[src/pkg/sar_adc_map.svh]
`ifndef SAR_ADC_MAP_SVH
`define SAR_ADC_MAP_SVH
`define RES_BITS 18
`define CLK_PERIOD_NS 50
`define CONV_TIME_MIN_NS 1000
`define CONV_CYC ((`CONV_TIME_MIN_NS + `CLK_PERIOD_NS - 1) / `CLK_PERIOD_NS)
`define SAR_HALF_SCALE 18'h20000
`define REG_CTRL 5'h00
`define REG_STATUS 5'h04
`define REG_RESULT 5'h08
`define REG_IRQ_STATUS 5'h0c
`define REG_IRQ_MASK 5'h10
`define CTRL_SOFT_START 0
`define IRQ_CONV_DONE 0
`define IRQ_READ_DONE 1
`define IRQ_BITS 2
`define IRQ_MASK_RESET 2'h0
// pin synchroniser reset: enable pin at its released (high) level, others low
`define PIN_SYNC_RESET 4'h2
`endif

[src/pkg/sar_adc_pkg.sv]
package sar_adc_pkg;
	typedef enum logic {
		ST_ACQUIRE,
		ST_CONVERT
	} conv_state_t;

	typedef struct packed {
		logic convert;
		logic sck;
		logic shared_pin;
		logic daisy_mode;
	} link_in_t;
endpackage

[src/hw/sar_adc_serial_readout.sv]
`timescale 1ns/1ps
`include "sar_adc_map.svh"

// Overview of operation
// [RULE1] convert_start rising edge wakes the core and starts converting the held sample.
// [RULE2] core alternates acquisition (tracking) and conversion starting at that edge.
// [RULE3] 18-step binary search from half scale down to the last step.
// [RULE4] conversion is timed internally; no host clock is needed for it.
// [RULE5] busy rises when a conversion starts and falls when it completes.
// [RULE6] at conversion end the 18-bit result is loaded into the serial path.
// [RULE7] up to 500ksps with no latency; result readable before the next conversion.
// [RULE8] core naps automatically between conversions without any host command.
// [RULE9] mode select low: shared pin is an output enable for serial data.
// [RULE10] mode select high: shared pin is serial input from an upstream converter.
// [RULE11] while enabled, data shifts out on each rising sck edge, MSB first.
// [RULE12] serial output carries own result or, in chain mode, passed-through data.
// [RULE13] result is two's complement over 2 to the 18th levels.
// [RULE14] first result bit is valid on the output right after busy falls.
// [RULE15] normal mode: enable low drives output, enable high releases it.
// [RULE16] host may clock sck up to 100MHz with rising edge capture; here sck is sampled on the 50 ns clk_sys, so it must run far slower.
// [RULE17] host gives 18 sck rises per converter per conversion.
// [RULE18] chain mode: after own 18 bits, input bits pass through in order.
module sar_adc_serial_readout (
	// system
	input wire logic clk_sys_i,
	input wire logic reset_i,
	// avalon-mm slave
	input wire logic [4:0] avs_address_i,
	input wire logic avs_read_i,
	input wire logic avs_write_i,
	input wire logic [31:0] avs_writedata_i,
	output logic [31:0] avs_readdata_o,
	output logic avs_waitrequest_o,
	output logic irq_o,
	// converter pins
	input wire logic convert_start_i,
	input wire logic daisy_mode_select_i,
	input wire logic shared_enable_or_serial_in_i,
	input wire logic sck_i,
	output logic busy_o,
	output logic sdo_o,
	output logic sdo_oe_o,
	// analog core
	input wire logic comparator_i,
	output logic [17:0] sampling_cap_array_o,
	output logic track_o,
	output logic nap_o
);
	localparam logic [4:0] CONV_CYC = 5'(`CONV_CYC);
	localparam logic [4:0] LAST_STEP = 5'(`RES_BITS - 1);

	// two-flop synchronisers, third stage only for edge detection
	sar_adc_pkg::link_in_t sync1_q;
	sar_adc_pkg::link_in_t sync2_q;
	sar_adc_pkg::link_in_t sync3_q;
	sar_adc_pkg::link_in_t pins;
	assign pins.convert = convert_start_i;
	assign pins.sck = sck_i;
	assign pins.shared_pin = shared_enable_or_serial_in_i;
	assign pins.daisy_mode = daisy_mode_select_i;

	always_ff @(posedge clk_sys_i) begin
		if (reset_i) begin
			// enable seen as released, so the output stays off through reset
			sync1_q <= `PIN_SYNC_RESET;
			sync2_q <= `PIN_SYNC_RESET;
			sync3_q <= `PIN_SYNC_RESET;
		end else begin
			sync1_q <= pins;
			sync2_q <= sync1_q;
			sync3_q <= sync2_q;
		end
	end

	wire conv_edge = sync2_q.convert & ~sync3_q.convert;
	wire sck_rise = sync2_q.sck & ~sync3_q.sck;
	wire daisy = sync2_q.daisy_mode;
	wire serial_in = daisy ? sync2_q.shared_pin : 1'b0; // [RULE10]
	wire read_low_enable = sync2_q.shared_pin;

	// bus side
	logic ack_q;
	logic [31:0] readdata_q;
	logic soft_start_q;
	logic [`IRQ_BITS-1:0] irq_status_q;
	logic [`IRQ_BITS-1:0] irq_mask_q;
	logic [17:0] result_q;
	logic [4:0] bits_out_q;

	wire bus_req = avs_read_i | avs_write_i;
	wire wr_take = avs_write_i & ack_q;
	wire sel_ctrl = avs_address_i == `REG_CTRL;
	wire sel_status = avs_address_i == `REG_STATUS;
	wire sel_result = avs_address_i == `REG_RESULT;
	wire sel_irq_status = avs_address_i == `REG_IRQ_STATUS;
	wire sel_irq_mask = avs_address_i == `REG_IRQ_MASK;

	// conversion engine
	sar_adc_pkg::conv_state_t state_q;
	sar_adc_pkg::conv_state_t state_d;
	logic [17:0] sar_q;
	logic [17:0] sar_d;
	logic [4:0] step_q;
	logic [4:0] step_d;
	logic [4:0] cnt_q;
	logic [4:0] cnt_d;
	logic searching_q;
	logic searching_d;
	logic done_pulse;
	logic [17:0] shift_q;

	// a start from software behaves like a pin edge; both ignored mid-conversion
	wire start = conv_edge | soft_start_q;
	wire [17:0] step_bit = 18'(18'h1 << step_q);
	wire [17:0] next_bit = (step_q == 5'h0) ? 18'h0 : 18'(18'h1 << (step_q - 5'h1));
	// offset binary from the search, MSB flipped gives two's complement
	wire [17:0] twos_result = {~sar_q[17], sar_q[16:0]}; // [RULE13]

	always_comb begin
		state_d = state_q;
		sar_d = sar_q;
		step_d = step_q;
		cnt_d = cnt_q;
		searching_d = searching_q;
		done_pulse = 1'b0;
		case (state_q)
			sar_adc_pkg::ST_ACQUIRE: begin
				if (start) begin // [RULE1]
					state_d = sar_adc_pkg::ST_CONVERT; // [RULE2]
					sar_d = `SAR_HALF_SCALE; // [RULE3]
					step_d = LAST_STEP;
					cnt_d = 5'h0;
					searching_d = 1'b1;
				end
			end
			sar_adc_pkg::ST_CONVERT: begin
				cnt_d = cnt_q + 5'h1; // [RULE4]
				if (searching_q) begin
					// keep or drop the trial bit, then try the next weight
					sar_d = (comparator_i ? sar_q : (sar_q & ~step_bit)) | next_bit; // [RULE3]
					if (step_q == 5'h0) begin
						searching_d = 1'b0;
					end else begin
						step_d = step_q - 5'h1;
					end
				end else if (cnt_q >= CONV_CYC - 5'h1) begin
					state_d = sar_adc_pkg::ST_ACQUIRE; // [RULE2]
					done_pulse = 1'b1;
				end
			end
			default: begin
				state_d = sar_adc_pkg::ST_ACQUIRE;
			end
		endcase
	end

	always_ff @(posedge clk_sys_i) begin
		if (reset_i) begin
			state_q <= sar_adc_pkg::ST_ACQUIRE;
			sar_q <= 18'h0;
			step_q <= 5'h0;
			cnt_q <= 5'h0;
			searching_q <= 1'b0;
		end else begin
			state_q <= state_d;
			sar_q <= sar_d;
			step_q <= step_d;
			cnt_q <= cnt_d;
			searching_q <= searching_d;
		end
	end

	assign busy_o = state_q == sar_adc_pkg::ST_CONVERT; // [RULE5]
	assign track_o = state_q == sar_adc_pkg::ST_ACQUIRE;
	assign nap_o = state_q == sar_adc_pkg::ST_ACQUIRE; // [RULE8]
	assign sampling_cap_array_o = sar_q;

	// serial path: sck is slow against clk_sys, so edges are found by sampling
	always_ff @(posedge clk_sys_i) begin
		if (reset_i) begin
			shift_q <= 18'h0;
			result_q <= 18'h0;
			bits_out_q <= 5'h0;
		end else if (done_pulse) begin
			shift_q <= twos_result; // [RULE6] [RULE7] [RULE14]
			result_q <= twos_result;
			bits_out_q <= 5'h0;
		end else if (sck_rise && !busy_o) begin
			shift_q <= {shift_q[16:0], serial_in}; // [RULE11] [RULE12] [RULE18]
			if (bits_out_q != 5'(`RES_BITS)) begin
				bits_out_q <= bits_out_q + 5'h1;
			end
		end
	end

	assign sdo_o = shift_q[17]; // [RULE11]
	assign sdo_oe_o = daisy | ~read_low_enable; // [RULE9] [RULE15]
	wire read_done = sck_rise && !busy_o && bits_out_q == LAST_STEP;

	// avalon slave: one wait state on every access
	always_ff @(posedge clk_sys_i) begin
		if (reset_i) begin
			ack_q <= 1'b0;
			readdata_q <= 32'h0;
		end else begin
			ack_q <= bus_req & ~ack_q;
			if (avs_read_i && !ack_q) begin
				if (sel_ctrl) begin
					readdata_q <= 32'h0;
				end else if (sel_status) begin
					readdata_q <= {27'h0, bits_out_q == 5'(`RES_BITS), nap_o, sdo_oe_o,
						daisy, busy_o};
				end else if (sel_result) begin
					readdata_q <= {14'h0, result_q};
				end else if (sel_irq_status) begin
					readdata_q <= {30'h0, irq_status_q};
				end else if (sel_irq_mask) begin
					readdata_q <= {30'h0, irq_mask_q};
				end else begin
					readdata_q <= 32'h0;
				end
			end
		end
	end

	assign avs_waitrequest_o = bus_req & ~ack_q;
	assign avs_readdata_o = readdata_q;

	wire [`IRQ_BITS-1:0] irq_set = {read_done, done_pulse};
	wire [`IRQ_BITS-1:0] irq_clr = (wr_take && sel_irq_status) ?
		avs_writedata_i[`IRQ_BITS-1:0] : 2'h0;

	always_ff @(posedge clk_sys_i) begin
		if (reset_i) begin
			soft_start_q <= 1'b0;
			irq_status_q <= 2'h0;
			irq_mask_q <= `IRQ_MASK_RESET;
		end else begin
			soft_start_q <= wr_take & sel_ctrl & avs_writedata_i[`CTRL_SOFT_START];
			// a new event in the clearing cycle survives
			irq_status_q <= (irq_status_q & ~irq_clr) | irq_set;
			if (wr_take && sel_irq_mask) begin
				irq_mask_q <= avs_writedata_i[`IRQ_BITS-1:0];
			end
		end
	end

	assign irq_o = |(irq_status_q & irq_mask_q);
endmodule

[config.mk]
export PLATFORM = sky130hd
export DESIGN_NAME = sar_adc_serial_readout
export DESIGN_NICKNAME = d
export VERILOG_FILES = /design/src/pkg/sar_adc_pkg.sv /design/src/hw/sar_adc_serial_readout.sv
export VERILOG_INCLUDE_DIRS = /design/src /design/src/pkg
export SDC_FILE = /design/constraint.sdc
export NUM_CORES = 1
export LEC_CHECK = 0
export BUFFER_PORTS_ARGS = -buffer_cell sky130_fd_sc_hd__buf_2
export CORE_MARGIN = 3
export CORE_UTILIZATION = 45
export DETAILED_ROUTE_END_ITERATION = 7
export GPL_ROUTABILITY_DRIVEN = 0
export GPL_TIMING_DRIVEN = 0
export PLACE_DENSITY = 0.68
export SETUP_SLACK_MARGIN = 0.2
export SYNTH_ARGS = -nofsm -noshare
export SYNTH_HDL_FRONTEND = slang
export SYNTH_SLANG_ARGS = --single-unit
[constraint.sdc]
create_clock -name clk_sys_i -period 4.8 [get_ports clk_sys_i]
set_input_delay 0.96 -clock clk_sys_i [delete_from_list [all_inputs] [get_ports clk_sys_i]]
set_output_delay 0.96 -clock clk_sys_i [all_outputs]
set_load 0.01 [all_outputs]
## Word-level counts from Yosys, hierarchy flattened

Cells that the tools add are included.

- Flip-flop bits (word level): 119
- Input port bits: 46
- Output and inout port bits: 57

- $add $sub $neg: 3
- Order comparisons: 1
- Equal/unequal tests: 10
- Shift operators: 2
- Muxes and demuxes: 31
- Bitwise gates (word level): 22
- Reduce and logical (&&, ||, !) cells: 15

Operator list:

| cell | number |
|---|---|
| $mux 18 | 9 |
| $pmux 18 s2 | 1 |
| $shl 1x5->18 const A | 2 |
| $mux 5 | 4 |
| $pmux 5 s2 | 2 |
| $and 18x18->18 | 1 |
| $not 18->18 | 1 |
| $or 18x18->18 | 1 |
| $eq 5x5->1 const B | 3 |
| $add 5x1->5 const B | 2 |
| $eq 5x4->1 const B | 2 |
| $logic_not 5->1 | 2 |
| $mux 1 | 10 |
| $and 1x1->1 | 6 |
| $mux 2 | 3 |
| $not 1->1 | 6 |
| $eq 5x3->1 const B | 1 |
| $ge 5x5->1 const B | 1 |
| $logic_and 1x1->1 | 5 |
| $ne 5x5->1 const B | 1 |
| $sub 5x1->5 const B | 1 |
| $and 2x2->2 | 2 |
| $ne 2x1->1 const B | 2 |
| $pmux 1 s2 | 2 |
| other kinds (9) | 14 |

## Depth between registers and ports, before layout

Gate-level depths: netlist (run 1).

- Depth in word-level cells: 7
- Mapped depth: 7
- Gate-level depth less buffers: 6

## Least setup slack after synthesis (run 1)

Ideal clock, no wire load.

- Kind: input port to output port
- Start point: input port avs_write_i
- End point: output port avs_waitrequest_o
- Arrival time: 1154 ps
- Path slack: 2686 ps
- Stages: 2
- Cell sequence: nor2_1 -> nor2_1

- Longest elaborated chain between the ends: 2

RTL lines:

| item | RTL line | RTL |
|---|---|---|
| start, declared | sar_adc_serial_readout.sv:30 | `input wire logic avs_write_i,` |
| $or 1x1->1 | sar_adc_serial_readout.sv:90 | `wire bus_req = avs_read_i \| avs_write_i;` |
| $and 1x1->1 | sar_adc_serial_readout.sv:226 | `assign avs_waitrequest_o = bus_req & ~ack_q;` |
| end, declared | sar_adc_serial_readout.sv:33 | `output logic avs_waitrequest_o,` |

No other way between the ends.

## Final worst setup path (run 1)

- Start point: register state_q (netlist: busy_o)
- End point: output port track_o

- Longest elaborated chain between the ends: 1

RTL lines:

| item | RTL line | RTL |
|---|---|---|
| start, declared | sar_adc_serial_readout.sv:99 | `sar_adc_pkg::conv_state_t state_q;` |
| start signal, assigned | sar_adc_serial_readout.sv:159 | `state_q <= sar_adc_pkg::ST_ACQUIRE;` |
| start signal, assigned | sar_adc_serial_readout.sv:165 | `state_q <= state_d;` |
| $not 1->1 | - |  |
| end, declared | sar_adc_serial_readout.sv:46 | `output logic track_o,` |

No other way between the ends.

==> impl_results.md, run 1 <==
* Final Skew at 0.0151 ns
* CTS Buffer Depth at 2
* DR vias at 4357
* Crit end category: output pin
* Die width at 110 µm
* Hold_buf cts at 0
* # clock sinks at 105
* I/O pins at 103
* RSZ-0062 raised after global routing: false
* CP required at 3.84 ns
* Max capacitance violation total at 0
* Final ANT Viol Nets at 0
* Layout net count at 705
* TritonCTS clock tree: yes
* CORE AREA at 10400 µm²
* First drt pass iteration count at 6
* Max_slew headroom at 47.2%
* Mapped cell area at 4880 µm²
* M1 GR Usage at 28.6%
* Slew Limit Fails at 0
* Routed wire length per instance at 15.8 µm
* Routed WL at 12.5 mm
* Layout cells sized above 1 at 21.1%
* Minimum clock period at 2.80 ns
* Via/cell ratio at 5.51
* Ys async rst share at 0%
* Status: finished, final reports clean
* Most frequent cells in the layout: dfxtp_1, buf_2, nand2_1
* Fmax at 0.358 GHz
* Final period utilization at 58.3%
* Arr. time, crit path at 1.84 ns
* Placed wire-length estimate at 9.30 mm
* Drt initial violations at 298
* Worst-Skew Late Latency at 0.38 ns
* Fillcell total at 1003
* Critical Path Fanout Max at 11
* CP startpoint kind: register
* Met2 usage at 33.7%
* Tightest Pin Transition at 0.784 ns
* Post-synthesis register bit count at 105
* Leak at 2.19 nW
* First-pass GRT wire length at 19.8 mm
* CTS Buf Count at 9
* Vias in the first global route at 3912
* Critical path origin: busy_o
* Power Dens Cells at 287 nW/µm²
* Final hold violations at 0
* Num rows at 37
* Peak supply drop at 0.000177 V
* Clock transition at path regs at 0.11 ns
* Port bufs at 57
* H-Tree Depth at 3
* Top cells by area, synth: dfxtp_1, buf_4, a21oi_1
* Global Route Usage Sum at 20.8%
* Worst Reg-to-Reg Cells at 7
* Yosys top cell by area: dfxtp_1
* Crit Reg-Reg Startpoint: step_q[0]
* Final setup fails at 0
* Synth top area share at 43.1%
* Setup ws final at 2.00 ns
* Min-delay worst type: reg2reg
* Initial Utilization at 46.8%
* Number of distinct library cells after synthesis at 67
* Commonest non-fill, non-tap cell in the layout: dfxtp_1
* EDFF count, synth at 0
* Dpl ws at 2.08 ns
* Initial antenna violation count at 0
* GR Util met3 at 3.96%
* Die Ht at 110 µm
* Sequential element share of the synthesized area at 43.1%
* Post-CTS sizing at 0
* # Post-CTS Setup Buffers at 0
* Root Driver: clkbuf_8
* Total global routing overflow at 0
* WS Path Type: reg2out
* Yosys Warn Count at 0
* DRC at 0
* Hold Path Depth at 1
* Synth Instances at 569
* Setup total negative slack at 0 ns
* Most used routing layer: met2
* Ys flop type: dfxtp_1
* Die area at 12100 µm²
* Pin count of the biggest net entering global routing at 22
* Worst hold start: sync1_q[1]
* Mean area per synthesized cell at 8.58 µm²
* N_diodes at 0
* Area added between synthesis and finish at 14.5%
state kept, by name, indices dropped and copies added, names as in the netlist:
register	count
shift_q	18
irq_status_q	2
ack_q	1
daisy	1
sync2_q	2
read_low_enable	1
searching_q	1
result_q	18
irq_mask_q	2
sync1_q	4
busy_o	1
bits_out_q	5
step_q	5
sync3_q	2
soft_start_q	1
sampling_cap_array_o	18
avs_readdata_o	18
cnt_q	5
cell families after synthesis:
group | Yosys count | share of synthesized area (%)
other | 1 | 0.0768
buffers and inverters | 86 | 9.97
muxes | 4 | 0.846
xor gates and xnor gates | 7 | 1.26
adders and majority gates | 9 | 2.31
AOI/OAI and AO/OA | 144 | 19.7
and+or+nand+nor | 213 | 22.8
DFF | 105 | 43.1
layer usage:
metal	wire [µm]	up-vias	share of wire, %
met5	0	-	0
met4	157	0	1.3
met3	804	15	6.4
met2	5790	155	46
met1	5720	2051	46
li1	-	2136	-
worst max-delay path, stage by stage (launching register included):
cell and delay, ns:
dfxtp_1 0.39, buf_2 0.22, inv_1 0.08, clkbuf_1 0.45
buf_4 0.20, buf_2 0.12
per-stage QoR:
stage | util [%] | power [mW] | cells | hold slack (ns) | area [µm²]
3_5_place_dp | 51.7 | 1.06 | 775 | 0.412 | 5380
4_1_cts | 53.6 | 1.61 | 791 | 0.440 | 5590
2_1_floorplan | - | 1.02 | 582 | 0.389 | 4930
5_1_grt | 53.6 | 1.67 | 791 | 0.452 | 5590
6_report | 53.6 | 1.60 | 791 | 0.435 | 5590
3_3_place_gp | 51.7 | 1.06 | 775 | 0.415 | 5380
final cells by class:
class	instances	area, µm²	share of cell area [%]
inverter	15	56.3	1.01
timing repair buffer	57	285	5.11
clock inverter	7	77.6	1.39
clock buffer	9	124	2.22
sequential	105	2100	37.6
buffer	71	430	7.71
multi-input combinational	391	2340	41.9
tap	136	170	3.05
final timing paths:
kind,to,slack (ns)
setup reg to reg,sampling_cap_array_o[10],2.77
hold reg to reg,read_low_enable,0.43
setup / recovery,track_o,2.00
hold / removal,read_low_enable,0.43
synthesized netlist by cell type (3+ instances only):
| cell | n |
|---|---|
| nand3_1 | 26 |
| mux2i_1 | 3 |
| clkbuf_1 | 20 |
| buf_4 | 36 |
| nand2_1 | 62 |
| a221o_1 | 3 |
| a31oi_1 | 5 |
| nor3_2 | 3 |
| ha_1 | 9 |
| a21oi_1 | 49 |
| nand4b_1 | 4 |
| a311oi_1 | 3 |
| nand2b_1 | 15 |
| o21ai_0 | 18 |
| o2bb2ai_1 | 8 |
| buf_2 | 10 |
| nor2_1 | 43 |
| xnor2_1 | 3 |
| o211ai_1 | 10 |
| dfxtp_1 | 105 |
| o311ai_0 | 6 |
| a22o_1 | 4 |
| nor2b_1 | 13 |
| nor3_1 | 11 |
| nand4_1 | 7 |
| xor2_1 | 4 |
| a22oi_1 | 18 |
| o22ai_1 | 3 |
| inv_1 | 15 |
| nand3b_1 | 4 |
| and3_1 | 4 |
power by group:
part | internal (mW) | switching, mW
clock | 0.210 | 0.347
combinational | 0.0538 | 0.0996
sequential | 0.881 | 0.0112
total | 1.14 | 0.458
Power figures use the tool's default switching activity.
==> run 2: changes to the inputs <==
--- a/config.mk
+++ b/config.mk
@@ -6,13 +6,14 @@
 export SDC_FILE = /design/constraint.sdc
 export NUM_CORES = 1
 export LEC_CHECK = 0
+export ABC_AREA = 1
 export BUFFER_PORTS_ARGS = -buffer_cell sky130_fd_sc_hd__buf_2
 export CORE_MARGIN = 3
 export CORE_UTILIZATION = 45
 export DETAILED_ROUTE_END_ITERATION = 7
 export GPL_ROUTABILITY_DRIVEN = 0
 export GPL_TIMING_DRIVEN = 0
-export PLACE_DENSITY = 0.68
+export PLACE_DENSITY = 0.7
 export SETUP_SLACK_MARGIN = 0.2
 export SYNTH_ARGS = -nofsm -noshare
 export SYNTH_HDL_FRONTEND = slang
==> constraint.sdc (replaced) <==
create_clock -name clk_sys_i -period 2.5 [get_ports clk_sys_i]
set_input_delay 0.5 -clock clk_sys_i [delete_from_list [all_inputs] [get_ports clk_sys_i]]
set_output_delay 0.5 -clock clk_sys_i [all_outputs]
set_load 0.01 [all_outputs]
==> run 2 against run 1 <==
  * Clock-buffer cell count stayed put
  * Synthesized area is 0.92% lower
  * Global-route usage is 0.53 points lower
  * Sequential power is 91% higher
  * Power is 90% higher
  * Synthesized cell count is 12% higher
  * Cell area is 0.83% lower
  * Critical path depth stayed put
  * Worst setup slack worse by 1.5 ns
  * Clock power is 85% higher
  * Critical path type unchanged
  * Critical endpoint unchanged
  * Highest routed layer unchanged
==> impl_results.md, run 2 <==
* Fmax at 0.490 GHz
* Mapped cell area at 4830 µm² (-0.92%)
* Post-synthesis register bit count at 105 (unchanged)
* Root Driver: clkbuf_8
* WS Path Type: reg2out
* Post-CTS sizing at 0 (unchanged)
* Worst path slowest cell: dfxtp_1
* Initial Utilization at 46.6% (-0.23 points)
* Post-Synth XOR/XNOR Area at 0.932% (-0.32 points)
* Ys async rst share at 0% (unchanged)
* RSZ-0062 raised after global routing: false
* DRC at 0 (unchanged)
* Hold Slack at 0.309 ns (-0.126 ns)
* Top cells by area, synth: dfxtp_1, nand2_1, a21oi_1
* Commonest non-fill, non-tap cell in the layout: nand2_1
* Cell with the most instances after synthesis: nand2_1
* Layout cells sized above 1 at 19.6% (-1.5 points)
* Setup total negative slack at 0 ns (unchanged)
* Final Skew at 0.0116 ns (-0.00352 ns)
* Hold_buf cts at 0 (unchanged)
* Peak supply drop at 0.000285 V (+61%)
* Register Area at 2100 µm² (unchanged)
* Tightest Pin Transition at 0.708 ns (-0.0762 ns)
* Power Dens Cells at 548 nW/µm² (+91%)
* Crit end category: output pin
* Die width at 110 µm (-0.44%)
* Clock transition at path regs at 0.11 ns (about the same)
* Fillcell total at 1029 (+2.6%)
* Die Ht at 110 µm (-0.44%)
* Layout net count at 776 (+10%)
* Placed inst area at 5340 µm² (-0.74%)
* Yosys Warn Count at 0 (unchanged)
* # clock sinks at 105 (unchanged)
* Most frequent cells in the layout: nand2_1, dfxtp_1, a21oi_1
* Routed wire length per instance at 13.5 µm (-14%)
* Multi-input logic area at 2150 µm² (-8.3%)
* CP peak stage delay at 0.42 ns (-0.03 ns)
* Synth top area share at 43.5% (+0.40 points)
* Cell area after layout at 5540 µm² (-0.83%)
* Sequential element share of the synthesized area at 43.5% (+0.40 points)
* Final hold violations at 0 (unchanged)
* Port bufs at 58 (+1.8%)
* Die area at 12000 µm² (-0.88%)
* # Post-CTS Setup Buffers at 0 (unchanged)
* CORE AREA at 10400 µm² (-0.44%)
* Synth Instances at 639 (+12%)
* Number of distinct library cells after synthesis at 42 (-37%)
* CP required at 2.00 ns (-1.84 ns)
* N_diodes at 0 (unchanged)
* CTS Buffer Depth at 2 (unchanged)
* Arr. time, crit path at 1.54 ns (-0.30 ns)
* Mux cell area share after synthesis at 0% (-0.85 points)
* Pin count of the biggest net entering global routing at 21 (-4.5%)
* Minimum clock period at 2.04 ns
* Leak at 2.30 nW (+5.2%)
* I/O pins at 103 (unchanged)
* Simple-gate share of the synthesized area at 23.6% (+0.76 points)
* Mean area per synthesized cell at 7.57 µm² (-12%)
* Worst-Skew Late Latency at 0.37 ns (about the same)
* H-Tree Depth at 3 (unchanged)
* Ys flop type: dfxtp_1
* Worst path cell trace: buf_6 -> inv_1 -> clkbuf_2 -> buf_4 -> buf_2
* EDFF count, synth at 0 (unchanged)
* Initial antenna violation count at 0 (unchanged)
* Yosys top cell by area: dfxtp_1
* Largest family of logic cells by synthesized area: simple AND/OR/NAND/NOR gates
* Critical Path Fanout Max at 11 (unchanged)
* TritonCTS clock tree: yes
* Final period utilization at 81.6%
* CTS Buf Count at 9 (unchanged)
* Placed wire-length estimate at 8.97 mm (-3.6%)
* Final setup fails at 0 (unchanged)
* Max_slew headroom at 52.8% (+5.6 points)
* Adder-Cell Fraction of Synth Area at 2.33% (+0.022 points)
* Routed WL at 11.7 mm (-6.5%)
* CP startpoint kind: register
* First drt pass iteration count at 5 (-1)
* Final ANT Viol Nets at 0 (unchanged)
* DR vias at 4329 (-0.64%)
* First-pass GRT wire length at 19.1 mm (-3.3%)
* Min-delay worst type: in2reg
* Global Route Usage Sum at 20.3% (-0.53 points)
* Status: finished, final reports clean
* Num rows at 37 (unchanged)
* Area added between synthesis and finish at 14.6% (about the same)
* Via/cell ratio at 5.02 (-8.8%)
* Max capacitance violation total at 0 (unchanged)
* Total global routing overflow at 0 (unchanged)
* Synth cell count leaders: nand2_1, dfxtp_1, a21oi_1
* Drt initial violations at 267 (-10%)
* Synth Area in Compound Gates at 16.5% (-3.2 points)
* Vias in the first global route at 4098 (+4.8%)
* Slew Limit Fails at 0 (unchanged)
-- run 2: cell count changes after synthesis, moves of 14 or more --
cell / previous run / this run
nand2_1: 62 / 151
inv_1: 15 / 61
o21ai_0: 18 / 43
a22oi_1: 18 / 0
nand2b_1: 15 / 0
a21oi_1: 49 / 63
-- run 2: area by class of cell --
cell class / instances / area share (%)
plain buffers: 53 / 6.71
clock buffers: 9 / 2.24
clock inverters: 7 / 1.26
inverters: 70 / 4.79
multi-input cells: 424 / 38.7
flip-flops and latches: 105 / 37.9
well taps: 136 / 3.07
repair buffers: 58 / 5.24
-- run 2: worst paths after layout --
kind | cells past startpoint | slack [ns] | endpoint | start
worst max register to register | 9 | 0.68 | sampling_cap_array_o[7] | step_q[0]
worst min-delay path | 2 | 0.31 | sync1_q[1] | shared_enable_or_serial_in_i
worst max-delay path | 5 | 0.46 | track_o | busy_o
worst min register to register | 2 | 0.39 | sync2_q[2] | sync1_q[2]
-- run 2: report_power, final --
group | leakage [nW] | internal, mW | switching, mW
registers | 0.849 | 1.69 | 0.0148
clock network | 0.101 | 0.392 | 0.641
logic | 1.35 | 0.0938 | 0.204
total | 2.30 | 2.18 | 0.860
-- run 2: cell families after synthesis --
kind of cell	after synthesis
DFF	105
xor gates and xnor gates	3
adders and majority gates	9
buffers and inverters	123
and+or+nand+nor	259
other	1
AOI/OAI and AO/OA	139
-- run 2: critical path: cells and delay by family (launching register included) --
family | cells | cell delay (ns)
buf+inv | 5 | 0.75
flops | 1 | 0.42
-- run 2: layer usage --
layer | up-vias | track usage, % | share of wire (%)
met5 | - | 0 | 0
met4 | 0 | 8.37 | 1.8
met3 | 18 | 3.82 | 6.8
met2 | 148 | 33.0 | 47
met1 | 1963 | 26.5 | 45
li1 | 2200 | - | -
-- run 2: stage by stage --
step / power (mW) / std cells / util [%] / worst slack [ns]
2_1_floorplan: 1.95 / 652 / - / 0.972
3_3_place_gp: 2.03 / 846 / 51.5 / 0.515
3_5_place_dp: 2.04 / 846 / 51.5 / 0.525
4_1_cts: 3.07 / 862 / 53.4 / 0.289
5_1_grt: 3.16 / 862 / 53.4 / 0.374
6_report: 3.04 / 862 / 53.4 / 0.461
